<file path="config.mk">
export PLATFORM = sky130hd
export DESIGN_NAME = psp_port
export DESIGN_NICKNAME = d
export VERILOG_FILES = /design/src/psp_port.v /design/src/psp_sync.v
export VERILOG_INCLUDE_DIRS = /design/src
export SDC_FILE = /design/constraint.sdc
export NUM_CORES = 1
export LEC_CHECK = 0
export ABC_CLOCK_PERIOD_IN_PS = 2700
export BUFFER_PORTS_ARGS = -buffer_cell sky130_fd_sc_hd__buf_2
export CAP_MARGIN = 20
export CORE_ASPECT_RATIO = 0.9
export CORE_MARGIN = 2
export CORE_UTILIZATION = 55
export CTS_BUF_LIST = sky130_fd_sc_hd__clkbuf_8
export CTS_CLUSTER_SIZE = 8
export DETAILED_ROUTE_END_ITERATION = 7
export PLACE_DENSITY_LB_ADDON = 0.25
export SYNTH_ARGS = -nofsm -noshare
export SYNTH_HDL_FRONTEND = slang
export SYNTH_SLANG_ARGS = --single-unit
</file>
<file path="constraint.sdc">
create_clock -name clk -period 2.7 [get_ports clk]
set_input_delay 0.135 -clock clk [delete_from_list [all_inputs] [get_ports clk]]
set_output_delay 0.135 -clock clk [all_outputs]
set_load 0.05 [all_outputs]
</file>
<file path="src/psp_defs.vh">
// Register offsets, field positions and reset values of the slave parallel port
`ifndef PSP_DEFS_VH
`define PSP_DEFS_VH
`define PSP_ADDR_DATA_PINS   4'h0
`define PSP_ADDR_DATA_LATCH  4'h1
`define PSP_ADDR_DATA_DIR    4'h2
`define PSP_ADDR_STROBE_PINS 4'h3
`define PSP_ADDR_STROBE_LAT  4'h4
`define PSP_ADDR_CTRL_DIR    4'h5
`define PSP_ADDR_ANALOG_SELECT_LOW       4'h6
`define PSP_ADDR_IRQ_STATUS  4'h7
`define PSP_ADDR_IRQ_MASK    4'h8
`define PSP_ADDR_PWM_MODE    4'h9
`define PSP_CTRL_IBF         7
`define PSP_CTRL_OBF         6
`define PSP_CTRL_INPUT_OVERFLOW        5
`define PSP_CTRL_EN          4
`define PSP_ANS_RD           5
`define PSP_ANS_WR           6
`define PSP_ANS_CS           7
`define PSP_IRQ_ACCESS       0
`define PSP_IRQ_WRITE        1
`define PSP_IRQ_READ         2
`define PSP_IRQ_OVF          3
`define PSP_RST_DIR          8'hff
`define PSP_RST_CTRL         8'h07
`define PSP_RST_ANALOG_SELECT_LOW        8'hff
`define PSP_RST_ZERO         8'h00
`endif

</file>
<file path="src/psp_port.v">
// Slave parallel port: port D data latch, port E strobes, control and interrupt
//
// Function
// - Enable bit turns on slave mode unless multi-output PWM
// - External master reads/writes data latch asynchronously
// - Strobe pins zero, one, two: read, write, select
// - Write spans select and write both low
// - Write end sets irq flag and input full
// - Read start drives latch, clears output full
// - Latch write during read shows, output full stays
// - Read end releases bus, sets irq flag
// - Analog select forces strobe pin reads to zero
//
// Implementation choices: the register offsets and strobed register access.
`timescale 1ns/1ps
`include "psp_defs.vh"
module psp_port (
    // Clock and reset
    input  wire       clk,
    input  wire       rst_n,
    // Register port
    input  wire [3:0] reg_addr,
    input  wire [7:0] reg_wdata,
    input  wire       reg_wr,
    input  wire       reg_rd,
    output reg  [7:0] reg_rdata,
    // Parallel data pins
    input  wire [7:0] data_pins_in,
    output wire [7:0] data_pins_out,
    output wire [7:0] data_pins_oe,
    // Strobe pins, bit 0 read, bit 1 write, bit 2 select, all active low
    input  wire [2:0] strobe_pins_in,
    output wire [2:0] strobe_pins_out,
    output wire [2:0] strobe_pins_oe,
    // Interrupt
    output wire       irq
);
    localparam ST_IDLE  = 3'b001;
    localparam ST_WRITE = 3'b010;
    localparam ST_READ  = 3'b100;

    reg  [7:0] latch_reg;
    reg  [7:0] dir_reg;
    reg  [2:0] estrobe_lat_reg;
    reg  [2:0] edir_reg;
    reg        en_reg;
    reg        ibf_reg;
    reg        obf_reg;
    reg        input_overflow_reg;
    reg  [7:0] analog_select_low_reg;
    reg  [1:0] pwm_mode_reg;
    reg  [3:0] stat_reg;
    reg  [3:0] mask_reg;
    reg  [2:0] state_reg;
    reg  [2:0] state_next;
    reg  [7:0] rdata_next;

    wire [7:0] data_sync;
    wire [2:0] strobe_sync;
    wire [2:0] strobe_masked;

    psp_sync #(.W(11)) u_sync (
        .clk      (clk),
        .rst_n    (rst_n),
        .async_in ({strobe_pins_in, data_pins_in}),
        .sync_out ({strobe_sync, data_sync})
    );

    assign strobe_masked = strobe_sync & ~{analog_select_low_reg[`PSP_ANS_CS],
                                           analog_select_low_reg[`PSP_ANS_WR],
                                           analog_select_low_reg[`PSP_ANS_RD]};

    wire psp_on = en_reg && (pwm_mode_reg == 2'b00 || pwm_mode_reg == 2'b01);

    wire rd_low = psp_on && !strobe_masked[0];
    wire wr_low = psp_on && !strobe_masked[1];
    wire cs_low = psp_on && !strobe_masked[2];

    always @* begin
        state_next = state_reg;
        case (state_reg)
            ST_IDLE: begin
                if (cs_low && wr_low)
                    state_next = ST_WRITE;
                else if (cs_low && rd_low)
                    state_next = ST_READ;
            end
            ST_WRITE: begin
                if (!cs_low || !wr_low)
                    state_next = ST_IDLE;
            end
            ST_READ: begin
                if (!cs_low || !rd_low)
                    state_next = ST_IDLE;
            end
            default: state_next = ST_IDLE;
        endcase
    end

    wire write_end = (state_reg == ST_WRITE) && (state_next == ST_IDLE);
    wire read_start = (state_reg == ST_IDLE) && (state_next == ST_READ);
    wire read_end = (state_reg == ST_READ) && (state_next == ST_IDLE);

    wire sw_wr_latch = reg_wr && (reg_addr == `PSP_ADDR_DATA_PINS ||
                                  reg_addr == `PSP_ADDR_DATA_LATCH);
    wire sw_rd_latch = reg_rd && (reg_addr == `PSP_ADDR_DATA_PINS ||
                                  reg_addr == `PSP_ADDR_DATA_LATCH);
    wire sw_rd_stat = reg_rd && (reg_addr == `PSP_ADDR_IRQ_STATUS);
    wire [3:0] ev = {write_end && ibf_reg, read_end, write_end, write_end || read_end};

    // bus drive during a read; new latch shows at once
    assign data_pins_out = latch_reg;
    assign data_pins_oe = (state_reg == ST_READ) ? 8'hff :
                          (psp_on ? 8'h00 : ~dir_reg);
    assign strobe_pins_out = estrobe_lat_reg;
    assign strobe_pins_oe = psp_on ? 3'b000 : ~edir_reg;
    assign irq = |(stat_reg & mask_reg);

    always @(posedge clk or negedge rst_n) begin
        if (!rst_n) begin
            state_reg       <= ST_IDLE;
            latch_reg       <= `PSP_RST_ZERO;
            dir_reg         <= `PSP_RST_DIR;
            estrobe_lat_reg <= 3'h0;
            edir_reg        <= 3'h7;
            en_reg          <= 1'b0;
            ibf_reg         <= 1'b0;
            obf_reg         <= 1'b0;
            input_overflow_reg        <= 1'b0;
            analog_select_low_reg       <= `PSP_RST_ANALOG_SELECT_LOW;
            pwm_mode_reg    <= 2'h0;
            stat_reg        <= 4'h0;
            mask_reg        <= 4'h0;
            reg_rdata       <= `PSP_RST_ZERO;
        end else begin
            state_reg <= state_next;
            reg_rdata <= rdata_next;
            if (write_end)
                latch_reg <= data_sync;
            else if (sw_wr_latch)
                latch_reg <= reg_wdata;
            if (write_end)
                ibf_reg <= 1'b1;
            else if (sw_rd_latch)
                ibf_reg <= 1'b0;
            // output full clear; stays clear in read
            if (read_start)
                obf_reg <= 1'b0;
            else if (sw_wr_latch && state_reg != ST_READ)
                obf_reg <= 1'b1;
            if (write_end && ibf_reg)
                input_overflow_reg <= 1'b1;
            else if (reg_wr && reg_addr == `PSP_ADDR_CTRL_DIR && !reg_wdata[`PSP_CTRL_INPUT_OVERFLOW])
                input_overflow_reg <= 1'b0;
            if (reg_wr) begin
                case (reg_addr)
                    `PSP_ADDR_DATA_DIR:    dir_reg <= reg_wdata;
                    `PSP_ADDR_STROBE_PINS,
                    `PSP_ADDR_STROBE_LAT:  estrobe_lat_reg <= reg_wdata[2:0];
                    `PSP_ADDR_CTRL_DIR: begin
                        en_reg   <= reg_wdata[`PSP_CTRL_EN];
                        edir_reg <= reg_wdata[2:0];
                    end
                    `PSP_ADDR_ANALOG_SELECT_LOW:       analog_select_low_reg <= reg_wdata;
                    `PSP_ADDR_IRQ_MASK:    mask_reg <= reg_wdata[3:0];
                    `PSP_ADDR_PWM_MODE:    pwm_mode_reg <= reg_wdata[1:0];
                    default: ;
                endcase
            end
            // access end sets irq flag; events win over read clear
            stat_reg <= (sw_rd_stat ? 4'h0 : stat_reg) | ev;
        end
    end

    always @* begin
        rdata_next = 8'h00;
        if (reg_rd) begin
            case (reg_addr)
                `PSP_ADDR_DATA_PINS: rdata_next = psp_on ? latch_reg : data_sync;
                `PSP_ADDR_DATA_LATCH: rdata_next = latch_reg;
                `PSP_ADDR_DATA_DIR: rdata_next = dir_reg;
                `PSP_ADDR_STROBE_PINS: rdata_next = {5'h0, strobe_masked};
                `PSP_ADDR_STROBE_LAT: rdata_next = {5'h0, estrobe_lat_reg};
                `PSP_ADDR_CTRL_DIR: rdata_next = {ibf_reg, obf_reg, input_overflow_reg, en_reg,
                                                  1'b0, edir_reg};
                `PSP_ADDR_ANALOG_SELECT_LOW: rdata_next = analog_select_low_reg;
                `PSP_ADDR_IRQ_STATUS: rdata_next = {4'h0, stat_reg};
                `PSP_ADDR_IRQ_MASK: rdata_next = {4'h0, mask_reg};
                `PSP_ADDR_PWM_MODE: rdata_next = {6'h0, pwm_mode_reg};
                default: rdata_next = 8'h00;
            endcase
        end
    end
endmodule // psp_port

</file>
<file path="src/psp_sync.v">
// Two flip-flop synchroniser for a bus of asynchronous inputs
`timescale 1ns/1ps
module psp_sync #(
    parameter W = 8
) (
    // Clock and reset
    input  wire         clk,
    input  wire         rst_n,
    // Data
    input  wire [W-1:0] async_in,
    output wire [W-1:0] sync_out
);
    reg [W-1:0] meta_reg;
    reg [W-1:0] sync_reg;
    // Meta stage is read only by the second stage
    always @(posedge clk or negedge rst_n) begin
        if (!rst_n) begin
            meta_reg <= {W{1'b1}};
            sync_reg <= {W{1'b1}};
        end else begin
            meta_reg <= async_in;
            sync_reg <= meta_reg;
        end
    end
    assign sync_out = sync_reg;
endmodule // psp_sync

</file>
==> metrics.md <==
| Metric | Value |
|---|---|
| Outcome | finished clean |
| Synth top area cells | dfstp_2, dfrtp_1, mux2_1 |
| Worst Path Arrival | 1.96 ns |
| Total track usage | between 20% and 30% |
| First-pass GRT wire length | ~13000 um |
| Initial antenna violation count | 0 |
| H-tree Lvls | 3 |
| Worst Tran Pin Value | about 0.94 ns |
| Dominant synthesized flop cell | dfstp_2 |
| Clock Skew | approximately 0.0045 ns |
| Xor/xnor share of the synthesized area | less than 1% |
| Max VDD drop | 0.557 mV |
| DIE HEIGHT | 78.9 um |
| Ys async rst share | between 90% and 100% |
| Top-area cell type share of the netlist area | 32.2% |
| Main combinational cell family by area after synthesis | compound AO/OA/AOI/OAI gates |
| Int Pwr | between 2 and 2.5 mW |
| Antenna cells | 0 |
| Number of synthesized flops with an enable pin | 0 |
| Hold Crit Start | reg_wdata[5] |
| Synth unique cells | 54 |
| Critical-path cell list | nand2b_1, or2_1, o21ai_1, buf_2 |
| Vias in the first global route | roughly 2500 |
| Layout area overhead | 18.3% |
| Core ar. | ~6000 um2 |
| Slowest cell on crit path | dfstp_2 |
| Critical Path Fanout Max | 11 |
| Cts hold-fix bufs | 12 |
| Die area | 6890 um2 |
| Flop2flop setup slack | between 0.9 and 1 ns |
| RSZ-0062 raised after global routing | false |
| Worst skew pair latency | roughly 0.35 ns |
| CTS root buf | clkbuf_8 |
| Worst min path class | in -> reg |
| Initial DRC count | 240 |
| Initial Util | around 56% |
| Synth Area in Adders | 0% |
| Gpl congestion | 0.855 |
| Clock buffer depth | 2 |
| Delay-heaviest family, CP | flip-flops |
| Final setup fails | 0 |
| Crit path depth | 4 |
| Worst r2r src | pwm_mode_reg[1] |
| Switching share of power | about two fifths |
| Crit path to | data_pins_oe[4] |
| IO buf count | 57 |
| Pwr Total | 3.55 mW |
| Flop pwr share | around 46% |
| Dpl hpwl | 5400 um |
| CTS tree | done |
| Final number of max-transition violations | 0 |
| Final worst path period share | about 78% |
| Antenna viol nets, final | 0 |
| Final TNS setup | 0 ns |
| Critical path capture point type | output port |
| Syn_nets | approximately 300 |
| Crit. Startpoint | state_reg[0] |
| Clock transition at the registers of the reported paths | around 0.080 ns |
| Leakage | ~1.7 nW |
| # DRC | 0 |
| Total gr overflow | 0 |
| Crit path kind | reg -> out |
| Detail-routed via count per cell | 6.04 |
| Synthesis-stage register bit count | 77 |
| Layout cell share with drive strength beyond 1 | a little under two fifths |
| Area leader, netlist | dfstp_2 |
| Power Density | between 800 and 900 nW/um2 |
| FF-to-FF path depth | 5 |
| Psw | 1.40 mW |
| Avg Cell Area, Syn | between 10 and 15 um2 |
| Max_slew headroom | about 37% |
| DRT Wirelength | 8190 um |
| Chip Width | roughly 87 um |
| CP startpoint kind | register |
| Post-Synthesis Cells | about 270 |
| Routed wire per std cell | between 15 and 20 um |
| Row count | 27 |
| Logic pwr share | 31.5% |
| DRT Pass-1 Iters | 5 |
| CP max stage delay | around 0.6 ns |
| Crit path time final | 2.10 ns |
| Setup Buffers After CTS | 0 |
| Largest net degree at the start of global routing | 78 |
| FF-to-FF End | reg_rdata[0] |
| CP bufs+invs | 1 |
| PostCTS Resize Cnt | 0 |
| Fin nets | approximately 370 |
| I/O pin count | 58 |
| Sequential fraction of the synthesis area | between 50% and 60% |
| Post-synthesis mux area share | about an eighth |
| Clock power share | between 20% and 30% |
| Post-synthesis simple-gate area fraction | approximately an eighth |
| CTS buffer count | 9 |
| Fmax | between 400 and 500 MHz |
| Final design utilization | about 67% |
| Mapped cell area | around 3400 um2 |
| Via count | 2526 |
| Max-cap violations | 0 |
| Final hold vios | 0 |
| Sink Count | between 70 and 80 |
| Synth Area in Compound Gates | between 10% and 20% |
| Ys Warns | 0 |
| Req. time, crit path | ~2.6 ns |
layer usage:
layer  share of wire [%]  global-route usage, %  wire [um]
met5                   0                      0          0
met4                 2.3                   9.38        189
met3                 7.2                   7.69        590
met2                  46                   37.8       3810
met1                  44                   37.7       3610
worst min-delay path by stage:
stage,slack [ns],depth (start not counted),end
floorplan,-0.16,0,data_pins_out[0]
global placement,0.24,1,u_sync.meta_reg[6]
detailed placement,0.24,1,u_sync.meta_reg[6]
CTS,0.02,2,dir_reg[6]
global route,0.03,2,dir_reg[6]
finish,0.04,2,analog_select_low_reg[5]
power groups by stage:
stage / Combinational [mW] / Clock, mW / Sequential (mW)
floorplan: 0.592 / 0 / 1.85
global placement: 1.08 / 0 / 1.64
detailed placement: 1.10 / 0 / 1.65
CTS: 1.12 / 0.824 / 1.63
global route: 1.19 / 0.874 / 1.66
finish: 1.12 / 0.807 / 1.63
final cells by class:
cell class | instances | area [um2]
Fill cell | 475 | 2020
Sequential cell | 77 | 1980
Multi-Input combinational cell | 181 | 1370
Timing Repair Buffer | 72 | 430
Clock buffer | 11 | 151
Tap cell | 72 | 90.1
Clock inverter | 5 | 35.0
metrics by stage:
step                      cells  instance area, um2  setup WS (ns)  hold slack (ns)
after floorplan             274                3430          0.971           -0.161
after global placement      390                3750          0.955            0.240
after detailed placement    390                3750          0.818            0.241
after CTS                   418                4060          0.614           0.0229
after global routing        418                4060          0.510           0.0301
final                       418                4060          0.604           0.0397
cell usage after synthesis (all sizes together) (4+ instances only):
cell type   n
mux2i       9
buf        11
nor2b       4
nand3       6
nand2      27
nor2        7
a21oi       6
dfstp      42
a222oi      4
a22oi       9
a21o        4
o21ai      23
dfrtp      35
nand2b      7
clkbuf      5
nor3        4
nand3b      4
a31oi       4
mux2       32
cells in the final DEF (no fill, tap or decap), drive strengths merged, types with 7 or more instances in the layout:
| master | count |
|---|---|
| dfstp | 42 |
| nand2 | 27 |
| dfrtp | 35 |
| mux2i | 9 |
| a22oi | 9 |
| dlygate4sd3 | 12 |
| o21ai | 23 |
| nor2 | 7 |
| buf | 60 |
| nand2b | 7 |
| mux2 | 32 |
| clkbuf | 11 |
cell families (layout without fill, tap and decap cells):
kind of cell,Yosys count,after routing
DFF,77,77
and+or+nand+nor,73,73
AOI/OAI and AO/OA,66,66
muxes,41,41
buffers and inverters,16,88
xor gates and xnor gates,1,1
Note: power is estimated with default switching activity, not from simulation.
